<file path="src/common/ectu_regs.svh">
// constants for the event capture timer unit
`ifndef ECTU_REGS_SVH
`define ECTU_REGS_SVH
`define ECTU_WIDTH        16
`define ECTU_MAX          16'hFFFF
`define ECTU_ZERO         16'h0000
`define ECTU_FILT_LEN     4
`define ECTU_PRE_W        10
`define ECTU_CLOCK_SOURCE_SELECT_W     2
`define ECTU_CLOCK_SOURCE_SELECT_DIV1  2'h0
`define ECTU_CLOCK_SOURCE_SELECT_DIV2  2'h1
`define ECTU_CLOCK_SOURCE_SELECT_COMP  2'h2
`define ECTU_MODE_W       3
`define ECTU_CAPTURE_COMPARE_VALUE_RESET   16'h0000
`endif

</file>
<file path="src/common/ectu_pkg.sv">
// types for the event capture timer unit
package ectu_pkg;
    typedef enum logic [2:0] {
        ECTU_PERIODIC = 3'h0,
        ECTU_TIMEOUT  = 3'h1,
        ECTU_CAPTURE  = 3'h2,
        ECTU_FREQ     = 3'h3,
        ECTU_PULSE    = 3'h4,
        ECTU_FRQPW    = 3'h5
    } ectu_mode_e;

    // sequence state for the edge driven modes, one-hot
    typedef enum logic [3:0] {
        ECTU_SQ_IDLE  = 4'b0001,
        ECTU_SQ_RUN   = 4'b0010,
        ECTU_SQ_HIGH  = 4'b0100,
        ECTU_SQ_DONE  = 4'b1000
    } ectu_seq_e;

    typedef struct packed {
        logic [1:0]  sync;
        logic [3:0]  filt;
        logic        filt_out;
        logic        evt_prev;
        logic [9:0]  pre;
        logic [15:0] count;
        logic [15:0] capture_compare_value;
        logic        flag;
        logic        running;
        ectu_seq_e   seq;
        logic        irq;
        logic        evo;
    } ectu_state_s;
endpackage : ectu_pkg

</file>
<file path="src/rtl/ectu_timer.sv">
// 16-bit event capture timer unit core
`timescale 1ns/10ps
`include "ectu_regs.svh"

// Contract
// - sixteen bit counter and capture value
// - filter passes input when four samples agree
// - filter adds four cycles, runs undivided
// - tick from own prescaler or companion
// - debug halt stops unless run_while_halted
// - reset selects periodic mode
// - enabled counter advances, value readable
// - periodic: count to top, flag, restart
// - top below count: wrap without flag
// - timeout: first edge restarts, second stops
// - timeout: flag if top before second
// - frozen: new edge restarts, reads ignored
// - capture: free run, copy count, flag
// - edge polarity selectable in timeout, capture and freq; pulse and combined use fixed rise and fall
// - upper byte read clears flag in capture modes
// - freq: capture, restart, flag each edge
// - pulse: rise restarts, fall captures
// - combined: rise start, fall capture, rise stop
// - combined: read clears, next rise zeroes
// - flag set pulses event output
// - irq while flag and enabled
module ectu_timer (
    input  wire logic                     CLK,
    input  wire logic                     NRST,
    input  wire logic                     ENABLE,
    input  wire logic [2:0]               MODE,
    input  wire logic [1:0]               CLOCK_SOURCE_SELECT,
    input  wire logic                     COMPANION_TIMER_A_TICK,
    input  wire logic                     FILTER_EN,
    input  wire logic                     EDGE_FALL,
    input  wire logic                     EVENT_EN,
    input  wire logic                     EVENT_IN,
    input  wire logic                     DEBUG_HALT,
    input  wire logic                     RUN_WHILE_HALTED,
    input  wire logic                     INT_EN,
    input  wire logic                     COUNT_WR,
    input  wire logic [15:0]              COUNT_WDATA,
    input  wire logic                     CAPTURE_COMPARE_VALUE_WR,
    input  wire logic [15:0]              CAPTURE_COMPARE_VALUE_WDATA,
    input  wire logic                     CAPTURE_COMPARE_VALUE_HI_RD,
    input  wire logic                     FLAG_CLR,
    output logic      [15:0]              COUNT_VALUE,
    output logic      [15:0]              CAPTURE_COMPARE_VALUE,
    output logic                          CAPTURE_FLAG,
    output logic                          RUNNING,
    output logic                          IRQ,
    output logic                          EVENT_OUT
);
    import ectu_pkg::*;

    ectu_state_s s_q;
    ectu_state_s s_d;
    ectu_mode_e  mode;
    logic        tick;
    logic        active;
    logic        sync_in;
    logic        evt_lvl;
    logic        edge_sel;
    logic        rise;
    logic        fall;
    logic        set_flag;
    logic        clr_flag;
    logic        at_top;

    assign mode    = ectu_mode_e'(MODE);
    assign sync_in = s_q.sync[1];

    // event is dropped while halted, like the counter itself
    assign active = ENABLE && (!DEBUG_HALT || RUN_WHILE_HALTED);

    // tick select; companion tick is already in our clock domain
    always_comb begin
        case (CLOCK_SOURCE_SELECT)
            `ECTU_CLOCK_SOURCE_SELECT_DIV1: tick = 1'b1;
            `ECTU_CLOCK_SOURCE_SELECT_DIV2: tick = s_q.pre[0];
            `ECTU_CLOCK_SOURCE_SELECT_COMP: tick = COMPANION_TIMER_A_TICK;
            default:           tick = 1'b1;
        endcase
    end

    // filtered level feeds the edge detector; raw otherwise
    assign evt_lvl  = FILTER_EN ? s_q.filt_out : sync_in;
    assign rise     = active && EVENT_EN && evt_lvl && !s_q.evt_prev;
    assign fall     = active && EVENT_EN && !evt_lvl && s_q.evt_prev;
    assign edge_sel = EDGE_FALL ? fall : rise;
    assign at_top   = (s_q.count == s_q.capture_compare_value);

    always_comb begin
        s_d = s_q;
        set_flag = 1'b0;
        s_d.sync = {s_q.sync[0], EVENT_IN};
        // filter samples every clock, not every tick
        s_d.filt = {s_q.filt[2:0], sync_in};
        // judge the window including this sample, else latency is five
        if (s_d.filt == 4'hF) begin
            s_d.filt_out = 1'b1;
        end else if (s_d.filt == 4'h0) begin
            s_d.filt_out = 1'b0;
        end
        s_d.evt_prev = evt_lvl;
        s_d.pre = active ? s_q.pre + 10'h001 : s_q.pre;

        if (active && tick && s_q.running) begin
            case (mode)
                ECTU_PERIODIC: begin
                    if (at_top) begin
                        s_d.count = `ECTU_ZERO;
                        set_flag = 1'b1;
                    end else begin
                        s_d.count = s_q.count + 16'h0001; // wraps past max
                    end
                end
                ECTU_TIMEOUT: begin
                    if (at_top && s_q.seq == ECTU_SQ_RUN) begin
                        set_flag = 1'b1;
                    end
                    s_d.count = s_q.count + 16'h0001;
                end
                default: s_d.count = s_q.count + 16'h0001;
            endcase
        end

        // edge actions per mode
        case (mode)
            ECTU_TIMEOUT: begin
                if (edge_sel) begin
                    if (s_q.seq == ECTU_SQ_RUN) begin
                        s_d.running = 1'b0;
                        s_d.seq = ECTU_SQ_DONE;
                    end else begin
                        s_d.count = `ECTU_ZERO;
                        s_d.running = 1'b1;
                        s_d.seq = ECTU_SQ_RUN;
                    end
                end
            end
            ECTU_CAPTURE: begin
                s_d.running = 1'b1;
                if (edge_sel) begin
                    s_d.capture_compare_value = s_q.count;
                    set_flag = 1'b1;
                end
            end
            ECTU_FREQ: begin
                s_d.running = 1'b1;
                if (edge_sel) begin
                    s_d.capture_compare_value = s_q.count;
                    s_d.count = `ECTU_ZERO;
                    set_flag = 1'b1;
                end
            end
            ECTU_PULSE: begin
                s_d.running = 1'b1;
                if (rise) begin
                    s_d.count = `ECTU_ZERO;
                    s_d.seq = ECTU_SQ_HIGH;
                end else if (fall && s_q.seq == ECTU_SQ_HIGH) begin
                    s_d.capture_compare_value = s_q.count;
                    s_d.seq = ECTU_SQ_IDLE;
                    set_flag = 1'b1;
                end
            end
            ECTU_FRQPW: begin
                case (s_q.seq)
                    ECTU_SQ_IDLE: begin
                        if (rise) begin
                            s_d.count = `ECTU_ZERO;
                            s_d.running = 1'b1;
                            s_d.seq = ECTU_SQ_HIGH;
                        end
                    end
                    ECTU_SQ_HIGH: begin
                        if (fall) begin
                            s_d.capture_compare_value = s_q.count;
                            s_d.seq = ECTU_SQ_RUN;
                        end
                    end
                    ECTU_SQ_RUN: begin
                        if (rise) begin
                            s_d.running = 1'b0;
                            s_d.seq = ECTU_SQ_DONE;
                            set_flag = 1'b1;
                        end
                    end
                    ECTU_SQ_DONE: begin
                        // re-armed by capture read or flag clear
                        if (CAPTURE_COMPARE_VALUE_HI_RD || FLAG_CLR) begin
                            s_d.seq = ECTU_SQ_IDLE;
                        end
                    end
                    default: s_d.seq = ECTU_SQ_IDLE;
                endcase
            end
            default: begin
                s_d.running = 1'b1;
                s_d.seq = ECTU_SQ_IDLE;
            end
        endcase

        if (!ENABLE) begin
            s_d.running = (mode != ECTU_TIMEOUT) && (mode != ECTU_FRQPW);
            s_d.seq = ECTU_SQ_IDLE;
        end

        // software writes win over counting
        if (COUNT_WR) begin
            s_d.count = COUNT_WDATA;
        end
        if (CAPTURE_COMPARE_VALUE_WR) begin
            s_d.capture_compare_value = CAPTURE_COMPARE_VALUE_WDATA;
        end

        // auto clear only in capture modes; set wins over clear
        clr_flag = FLAG_CLR || (CAPTURE_COMPARE_VALUE_HI_RD && mode != ECTU_PERIODIC
                   && mode != ECTU_TIMEOUT);
        if (set_flag) begin
            s_d.flag = 1'b1;
        end else if (clr_flag) begin
            s_d.flag = 1'b0;
        end
        s_d.evo = set_flag;
        s_d.irq = s_d.flag && INT_EN;

        if (!NRST) begin
            s_d = '0;
            s_d.capture_compare_value = `ECTU_CAPTURE_COMPARE_VALUE_RESET;
            s_d.running = 1'b1; // periodic mode is code zero
            s_d.seq = ECTU_SQ_IDLE;
        end
    end

    // single state register
    always_ff @(posedge CLK) begin
        s_q <= s_d;
    end

    assign COUNT_VALUE           = s_q.count;
    assign CAPTURE_COMPARE_VALUE = s_q.capture_compare_value;
    assign CAPTURE_FLAG          = s_q.flag;
    assign RUNNING               = s_q.running;
    assign IRQ                   = s_q.irq;
    assign EVENT_OUT             = s_q.evo;
endmodule : ectu_timer

</file>
<file path="config.mk">
export PLATFORM = sky130hd
export DESIGN_NAME = ectu_timer
export DESIGN_NICKNAME = d
export VERILOG_FILES = /design/src/common/ectu_pkg.sv /design/src/rtl/ectu_timer.sv
export VERILOG_INCLUDE_DIRS = /design/src /design/src/common
export SDC_FILE = /design/constraint.sdc
export NUM_CORES = 1
export LEC_CHECK = 0
export BUFFER_PORTS_ARGS = -buffer_cell sky130_fd_sc_hd__buf_2
export CAP_MARGIN = 15
export CORE_MARGIN = 8
export CORE_UTILIZATION = 30
export CTS_BUF_LIST = sky130_fd_sc_hd__clkbuf_4 sky130_fd_sc_hd__clkbuf_8
export DETAILED_ROUTE_END_ITERATION = 16
export GPL_ROUTABILITY_DRIVEN = 0
export HOLD_SLACK_MARGIN = 0.15
export PLACE_DENSITY_LB_ADDON = 0.2
export SETUP_SLACK_MARGIN = 0.1
export SLEW_MARGIN = 5
export SYNTH_ARGS = -nofsm -noshare
export SYNTH_HDL_FRONTEND = slang
export SYNTH_SLANG_ARGS = --single-unit
</file>
<file path="constraint.sdc">
create_clock -name CLK -period 6.8 [get_ports CLK]
set_clock_uncertainty 0.15 [all_clocks]
set_input_delay 1.36 -clock CLK [delete_from_list [all_inputs] [get_ports CLK]]
set_output_delay 1.36 -clock CLK [all_outputs]
set_load 0.02 [all_outputs]
</file>
==> results.py, run 1 <==
metrics = {
    "status": {
        "status": "completed",
    },
    "yosys": {
        "dominantRegCellSynth": "dfxtp_1",
        "synth_nets": 378,
        "synth_warnings": 0,
        "yosysUniqueCellTypes": 51,
        "synth_cells": 323,
        "async_flop_share": 0,
        "avgSynthCellArea_sq_um": 8.88,
        "synth_edf_count": 0,
        "seq_area_frac_synth": 0.335,
        "synth-seq-cells": 48,
        "netlist_area_sq_um": 2870,
    },
    "timing": {
        "hold_viol": 0,
        "slew_viol_final": 0,
        "timing.fmax_mhz": 295,
        "worst_pin_slew_ns": 1.05,
        "finalCritPeriodShare": 0.498,
        "fin_crit_ns": 3.39,
        "rsz0062_at_grt": "false",
        "finalSetupViolations": 0,
        "slew_headroom": 0.296,
        "finalSetupTns_ns": 0,
    },
    "final_layout": {
        "fin_nets": 422,
        "seq_area_sq_um": 961,
        "nFillCells": 994,
        "multi_input_area_sq_um": 1580,
        "layout.cells.non_filler": 496,
        "syn_to_final_growth_pct": 14.5,
        "fin_util": 0.355,
        "drive_above_1_share": 0.281,
        "fin_area_sq_um": 3280,
        "diodes": 0,
    },
    "worst_hold_path": {
        "min_path_type": "reg -> reg",
    },
    "job": {
        "max-cap-violations": 0,
    },
    "clock_network": {
        "postCtsSetupRepairBufs": 0,
        "post_cts_resized": 0,
        "cts_tree": "yes",
        "root_buffer": "clkbuf_8",
        "insertion_delay_ns": 0.30,
        "path_clk_slew_ns": 0.08,
        "cts_max_path_buffers": 2,
        "cts_sinks": 48,
        "cts_inserted_buffers": 5,
        "hold_buffers": 0,
        "cts_max_level": 2,
    },
    "setup_path": {
        "slowest_delay_ns": 0.52,
        "critPathLaunchType": "input port",
        "crit_chain": "buf_2, inv_1, ha_1, a221oi_1, nor3_2, nand4_1, nor4_1, a21o_1, o31ai_1",
        "crit_required_ns": 6.81,
        "crit_fanout": 16,
        "crit_path_top_delay_cell": "a21o_1",
        "endpoint_kind": "register",
        "crit_type": "in -> reg",
        "cp.arrival_ns": 3.40,
    },
    "place": {
        "placed_cell_area_sq_um": 3160,
        "port_buffers": 87,
        "post-place-cells": 489,
        "post-dp-hpwl_um": 6290,
    },
    "drt": {
        "drt-vias-per-instance": 4.99,
        "drt_drc_violations_left": 0,
        "dr.pass1.iters": 4,
        "ant_nets": 0,
        "wl_um": 8200,
        "dr.first_iter.drc_count": 86,
        "via_count": 2473,
        "wire_per_inst_um": 16.5,
    },
    "pwr": {
        "leakage_uw": 0.00141,
        "peakVddDrop_mv": 0.0826,
        "power_uw": 664,
        "p_per_area_nw_per_um2": 202,
    },
    "floorplan": {
        "num_io_pins": 88,
        "die_w_um": 114,
        "die_height_um": 114,
        "core.rowCount": 35,
        "core_sq_um": 9240,
        "initial_core_util": 0.310,
        "fp.dieArea_sq_um": 12900,
    },
    "grt": {
        "grt_pass1_wl_um": 12900,
        "grt_pass1_vias": 2522,
        "antenna_found_initial": 0,
        "track_usage": 0.125,
        "grt_overflow": 0,
        "grt_max_degree": 50,
    },
}
[registers in the layout (all words and copies together), names as in the netlist]
register and count:
CAPTURE_COMPARE_VALUE 16, CAPTURE_FLAG 1, COUNT_VALUE 16, EVENT_OUT 1
IRQ 1, RUNNING 1, s_q 12
[worst max-delay path, delay by kind of cell]
kind                       cells  cell delay (ns)
and+or+nand+nor                3             0.91
AOI/OAI and AO/OA              3             0.72
buffers and inverters          2             0.13
adders and majority gates      1             0.27
[report_power, final]
part | switching (uW) | internal, uW
Clock | 94.4 | 145
Combinational | 62.8 | 47.8
Sequential | 19.5 | 295
[worst paths after layout]
path / start / to / slack (ns) / depth (start not counted)
max: CLOCK_SOURCE_SELECT[0] / COUNT_VALUE[1] / 3.41 / 9
min: s_q[56] / s_q[57] / 0.29 / 1
max reg2reg: COUNT_VALUE[5] / COUNT_VALUE[1] / 4.21 / 6
min reg2reg: s_q[56] / s_q[57] / 0.29 / 1
[synthesized netlist by cell type, types with 2 or more instances]
cell type | number | area (sq um)
xor2_1 | 13 | 114
and2_1 | 9 | 56.3
nand3_1 | 23 | 115
nor2b_1 | 4 | 25.0
o21ai_0 | 6 | 30.0
nand4_1 | 8 | 50.1
a21boi_0 | 2 | 15.0
a21oi_1 | 8 | 40.0
clkbuf_1 | 12 | 45.0
nor3_1 | 2 | 10.0
nand3b_1 | 2 | 15.0
buf_2 | 5 | 25.0
and4_1 | 3 | 26.3
xnor2_1 | 20 | 175
and3_1 | 22 | 138
ha_1 | 3 | 37.5
or4_1 | 2 | 15.0
buf_4 | 32 | 240
nor2_1 | 6 | 22.5
nand2b_1 | 5 | 31.3
inv_1 | 4 | 15.0
nor4_1 | 3 | 18.8
o211ai_1 | 2 | 15.0
o31ai_1 | 18 | 135
nand2_1 | 17 | 63.8
mux2i_1 | 5 | 50.1
dfxtp_1 | 48 | 961
a221o_1 | 16 | 160
[cells in the final DEF (no fill, tap or decap), types with 3 or more instances in the layout]
master / count
and2_1: 9
and3_1: 22
nand2b_1: 5
o21ai_0: 6
a221o_1: 16
nor2_1: 6
ha_1: 3
nand4_1: 8
a21oi_1: 8
clkbuf_8: 5
inv_1: 4
dfxtp_1: 48
buf_2: 87
nor2b_1: 4
o31ai_1: 18
mux2i_1: 5
nand2_1: 17
xor2_1: 13
and4_1: 3
nor4_1: 3
xnor2_1: 20
nand3_1: 23
[logic make-up (layout without fill, tap and decap cells)]
family / Yosys count / count (layout) / synth area share
compound gates: 62 / 62 / 0.168
xor+xnor: 33 / 33 / 0.101
fa+ha+maj: 3 / 3 / 0.0131
buf+inv: 54 / 98 / 0.115
flops: 48 / 48 / 0.335
mux: 6 / 6 / 0.0227
simple gates: 117 / 117 / 0.246
[through the flow]
| stage | setup WS, ns | hold WS [ns] |
|---|---|---|
| 2_1_floorplan | 3.60 | 0.262 |
| 3_3_place_gp | 3.19 | 0.276 |
| 3_5_place_dp | 3.06 | 0.279 |
| 4_1_cts | 3.37 | 0.299 |
| 5_1_grt | 3.16 | 0.329 |
| 6_report | 3.41 | 0.294 |
[layout make-up]
type                            count  share of cell area
Sequential cell                    48               0.293
Inverter                            4             0.00457
Clock buffer                        5              0.0210
Tap cell                          129              0.0491
Multi-Input combinational cell    221               0.482
Clock inverter                      2              0.0183
Timing Repair Buffer               87               0.133
[routing by layer]
layer / part of all wire / wire length, um / up-vias / track usage
met5: 0 / 0 / - / 0
met4: 0.020 / 163 / 0 / 0.0408
met3: 0.038 / 314 / 10 / 0.0269
met2: 0.46 / 3790 / 62 / 0.198
met1: 0.48 / 3930 / 1162 / 0.163
li1: - / - / 1239 / -
Note: power is estimated with default switching activity, not from simulation.
==> inputs of run 2 (changes only) <==
==> constraint.sdc (replaced) <==
create_clock -name CLK -period 3.5 [get_ports CLK]
set_clock_uncertainty 0.15 [all_clocks]
set_input_delay 0.7 -clock CLK [delete_from_list [all_inputs] [get_ports CLK]]
set_output_delay 0.7 -clock CLK [all_outputs]
set_load 0.02 [all_outputs]
==> run 2 against run 1 <==
Against the previous run:
- highest routed layer unchanged
- utilization up 0.054 points
- count of clock-buffer cells in the layout is 1 higher
- critical path type unchanged
- first-iteration DRC count grew 10%
==> results.py, run 2 (same netlist as run 1, synthesis figures left out) <==
metrics = {
    "clock_network": {
        "cts_sinks": 48,
        "root_buffer": "clkbuf_8",
        "path_clk_slew_ns": 0.09,
        "cts_max_path_buffers": 2,
        "cts_max_level": 2,
        "hold_buffers": 0,
        "postCtsSetupRepairBufs": 0,
        "insertion_delay_ns": 0.31,
        "cts_inserted_buffers": 5,
        "post_cts_resized": 0,
        "cts_tree": "yes",
    },
    "grt": {
        "antenna_found_initial": 0,
        "grt_max_degree": 33,
        "track_usage": 0.125,
        "grt_pass1_wl_um": 13000,
        "grt_overflow": 0,
        "grt_pass1_vias": 2545,
    },
    "final_layout": {
        "diodes": 0,
        "drive_above_1_share": 0.288,
        "fin_nets": 425,
        "layout_common_cells": "87 x buf_2, 48 x dfxtp_1, 23 x nand3_1",
        "syn_to_final_growth_pct": 14.7,
        "final_common_cell": "buf_2",
        "layout.cells.non_filler": 500,
        "fin_area_sq_um": 3290,
        "nFillCells": 993,
    },
    "place": {
        "dpl_worst_slack_ns": 0.399,
        "placed_cell_area_sq_um": 3180,
        "post-place-cells": 492,
        "port_buffers": 87,
        "post-dp-hpwl_um": 6380,
    },
    "timing": {
        "hold_viol": 0,
        "rsz0062_at_grt": "false",
        "timing.fmax_mhz": 362,
        "finalSetupTns_ns": 0,
        "setup_slack_ns": 0.737,
        "slew_headroom": 0.270,
        "worst_pin_slew_ns": 1.09,
        "finalSetupViolations": 0,
        "finalCritPeriodShare": 0.789,
        "fin_crit_ns": 2.76,
        "slew_viol_final": 0,
    },
    "pwr": {
        "peakVddDrop_mv": 0.156,
        "p_per_area_nw_per_um2": 376,
        "leakage_uw": 0.00142,
        "power_uw": 1240,
    },
    "drt": {
        "drt_drc_violations_left": 0,
        "dr.first_iter.drc_count": 95,
        "via_count": 2457,
        "drt-vias-per-instance": 4.91,
        "wl_um": 8240,
        "ant_nets": 0,
        "wire_per_inst_um": 16.5,
        "dr.pass1.iters": 4,
    },
    "setup_path": {
        "crit_type": "in -> reg",
        "endpoint_kind": "register",
        "crit_chain": "buf_2, inv_1, ha_1, a221oi_1, nor3_2, nand4_1, nor4_1, a21o_1, o31ai_1",
        "crit_path_top_delay_cell": "a21o_1",
        "crit_fanout": 16,
        "critPathLaunchType": "input port",
        "cp.arrival_ns": 2.78,
        "path_delay_family": "simple AND/OR/NAND/NOR gates",
        "crit_required_ns": 3.52,
        "path_buf_inv": 2,
        "slowest_delay_ns": 0.51,
    },
    "worst_hold_path": {
        "min_path_type": "reg -> reg",
    },
    "job": {
        "max-cap-violations": 0,
    },
    "floorplan": {
        "num_io_pins": 88,
        "core.rowCount": 35,
        "die_height_um": 114,
        "fp.dieArea_sq_um": 12900,
        "die_w_um": 114,
        "initial_core_util": 0.310,
        "core_sq_um": 9240,
    },
    "status": {
        "status": "completed",
    },
}
==> run 2: cell types whose count changed in the layout (fill, tap and decap cells not counted) <==
| cell | change |
|---|---|
| buf_4 | +3 |
| bufinv_16 | -1 |
| clkinv_2 | +1 |
| clkbuf_4 | +1 |
==> run 2: cell type report <==
class                           instances  area [sq um]  share of cell area
Multi-Input combinational cell        221          1580               0.481
Sequential cell                        48           961               0.292
Timing Repair Buffer                   90           458               0.139
Tap cell                              129           161              0.0491
Clock buffer                            6          76.3              0.0232
Clock inverter                          2          35.0              0.0107
Inverter                                4          15.0             0.00456
==> run 2: final timing paths <==
path / slack (ns) / startpoint / end / cells after the start
max reg2reg: 0.98 / COUNT_VALUE[0] / COUNT_VALUE[3] / 6
max: 0.74 / CLOCK_SOURCE_SELECT[0] / COUNT_VALUE[3] / 9
min reg2reg: 0.30 / s_q[56] / s_q[57] / 1
min: 0.30 / s_q[56] / s_q[57] / 1
==> run 2: report_power, final <==
group / internal [uW] / switching [uW] / total, uW
combinational: 95.3 / 125 / 220
clock: 220 / 187 / 407
sequential: 573 / 35.2 / 608
total: 888 / 348 / 1240
==> run 2: through the flow <==
stage	utilization	hold WS [ns]
CTS	0.356	0.302
global placement	0.344	0.278
detailed placement	0.344	0.282
global route	0.356	0.342
floorplan	-	0.262
finish	0.356	0.296
==> run 2: metal layers <==
metal	up-vias	global-route usage	routed length, um
li1	1246	-	-
met1	1142	0.166	3990
met2	59	0.196	3770
met3	10	0.0227	299
met4	0	0.0479	178
met5	-	0	0
==> inputs of run 3 (changes only) <==
==> constraint.sdc (replaced) <==
create_clock -name CLK -period 2.9 [get_ports CLK]
set_clock_uncertainty 0.15 [all_clocks]
set_input_delay 0.58 -clock CLK [delete_from_list [all_inputs] [get_ports CLK]]
set_output_delay 0.58 -clock CLK [all_outputs]
set_load 0.02 [all_outputs]
==> run 3 against run 2 <==
Against the previous run:
- sequential share of layout area decreased by 0.48 points
- utilization rose by 0.60 points
- hold slack about the same
- sequential power is 20% higher
- first-iteration DRC count is 26% higher
- count of clock-buffer cells in the layout unchanged
- register-to-register slack worse by 0.48 ns
- wire length rose by 0.39%
- global-route usage is 0.063 points higher
- via count up 0.65%
- combinational power grew 25%
- critical endpoint is now CAPTURE_COMPARE_VALUE[13]
- largest cell class unchanged
- highest routed layer unchanged
==> results.py, run 3 (same netlist as run 1, synthesis figures left out) <==
metrics = {
    "clock_network": {
        "hold_buffers": 0,
        "cts_inserted_buffers": 5,
        "cts_max_path_buffers": 2,
        "insertion_delay_ns": 0.30,
        "postCtsSetupRepairBufs": 0,
        "path_clk_slew_ns": 0.09,
        "post_cts_resized": 0,
        "cts_max_level": 2,
        "cts_tree": "yes",
        "root_buffer": "clkbuf_8",
        "cts_sinks": 48,
    },
    "floorplan": {
        "num_io_pins": 88,
        "core.rowCount": 35,
        "die_w_um": 114,
        "core_sq_um": 9240,
        "initial_core_util": 0.310,
        "fp.dieArea_sq_um": 12900,
        "die_height_um": 114,
    },
    "setup_path": {
        "cp.arrival_ns": 2.50,
        "slowest_delay_ns": 0.81,
        "critPathLaunchType": "input port",
        "rr_worst_depth": 6,
        "crit_chain": "buf_2, mux2_4, mux2i_1, nand3_1, a21oi_1, nor3b_2, a221o_1",
        "cp-endpoint": "CAPTURE_COMPARE_VALUE[13]",
        "endpoint_kind": "register",
        "crit_fanout": 16,
        "reg2reg_from": "s_q[2]",
        "crit_path_top_delay_cell": "nor3b_2",
        "cp-startpoint": "FILTER_EN",
        "r2r-end": "s_q[5]",
        "crit_required_ns": 3.00,
        "regToRegSetupSlack_ns": 0.50,
        "crit_type": "in -> reg",
    },
    "final_layout": {
        "fin_area_sq_um": 3340,
        "diodes": 0,
        "final_common_cell": "buf_2",
        "layout_common_cells": "87 x buf_2, 48 x dfxtp_1, 23 x nand3_1",
        "fin_util": 0.362,
        "syn_to_final_growth_pct": 16.6,
        "fin_nets": 431,
        "layout.cells.non_filler": 506,
        "drive_above_1_share": 0.300,
    },
    "place": {
        "post-place-cells": 498,
        "placed_cell_area_sq_um": 3220,
        "port_buffers": 87,
        "post-dp-hpwl_um": 6570,
    },
    "drt": {
        "drt-vias-per-instance": 4.89,
        "ant_nets": 0,
        "via_count": 2473,
        "wire_per_inst_um": 16.3,
        "dr.pass1.iters": 5,
        "drt_drc_violations_left": 0,
        "dr.first_iter.drc_count": 120,
        "wl_um": 8270,
    },
    "grt": {
        "grt_pass1_wl_um": 13000,
        "grt_max_degree": 22,
        "grt_pass1_vias": 2534,
        "track_usage": 0.126,
        "antenna_found_initial": 0,
        "grt_overflow": 0,
    },
    "worst_hold_path": {
        "hold_depth": 1,
        "min_path_type": "reg -> reg",
    },
    "timing": {
        "worst_pin_slew_ns": 0.993,
        "slew_viol_final": 0,
        "rsz0062_at_grt": "false",
        "finalSetupViolations": 0,
        "hold_viol": 0,
        "timing.fmax_mhz": 416,
        "slew_headroom": 0.335,
        "finalCritPeriodShare": 0.829,
        "fin_crit_ns": 2.40,
        "whs_ns": 0.296,
        "finalSetupTns_ns": 0,
    },
    "pwr": {
        "peakVddDrop_mv": 0.177,
        "p_per_area_nw_per_um2": 455,
        "leakage_uw": 0.00145,
    },
    "status": {
        "status": "completed",
    },
    "job": {
        "max-cap-violations": 0,
    },
}
[run 3: power breakdown]
group          internal, uW  switching (uW)
Clock                   282             234
Sequential              691            40.2
Combinational           121             154
[run 3: routing by layer]
metal	part of all wire	global-route usage	vias to the layer above
li1	-	-	1257
met1	0.47	0.167	1155
met2	0.46	0.202	59
met3	0.058	0.0280	2
met4	0.0058	0.0293	0
met5	0	0	-
[run 3: how the worst min path moves through the flow]
stage | from | endpoint | slack [ns]
floorplan | s_q[56] | s_q[57] | 0.26
global placement | s_q[56] | s_q[57] | 0.28
detailed placement | s_q[56] | s_q[57] | 0.28
CTS | s_q[56] | s_q[57] | 0.31
global route | s_q[56] | s_q[57] | 0.33
finish | s_q[56] | s_q[57] | 0.30
[run 3: worst max-delay path, delay by kind of cell]
kind / cells / cell delay (ns)
simple gates: 2 / 0.93
mux: 2 / 0.50
compound gates: 2 / 0.38
buf+inv: 1 / 0.12
[run 3: stage by stage]
| stage | total power [uW] | setup WS (ns) |
|---|---|---|
| 2_1_floorplan | 941 | 0.475 |
| 3_3_place_gp | 1020 | 0.189 |
| 3_5_place_dp | 1020 | 0.197 |
| 4_1_cts | 1540 | 0.519 |
| 5_1_grt | 1600 | 0.241 |
| 6_report | 1520 | 0.496 |
[run 3: area by class of cell]
type	instances	area [sq um]
fill	1003	5900
clock inverter	2	38.8
sequential	48	961
tap	129	161
multi-input combinational	221	1580
timing repair buffer	96	503
clock buffer	6	82.6
inverter	4	15.0
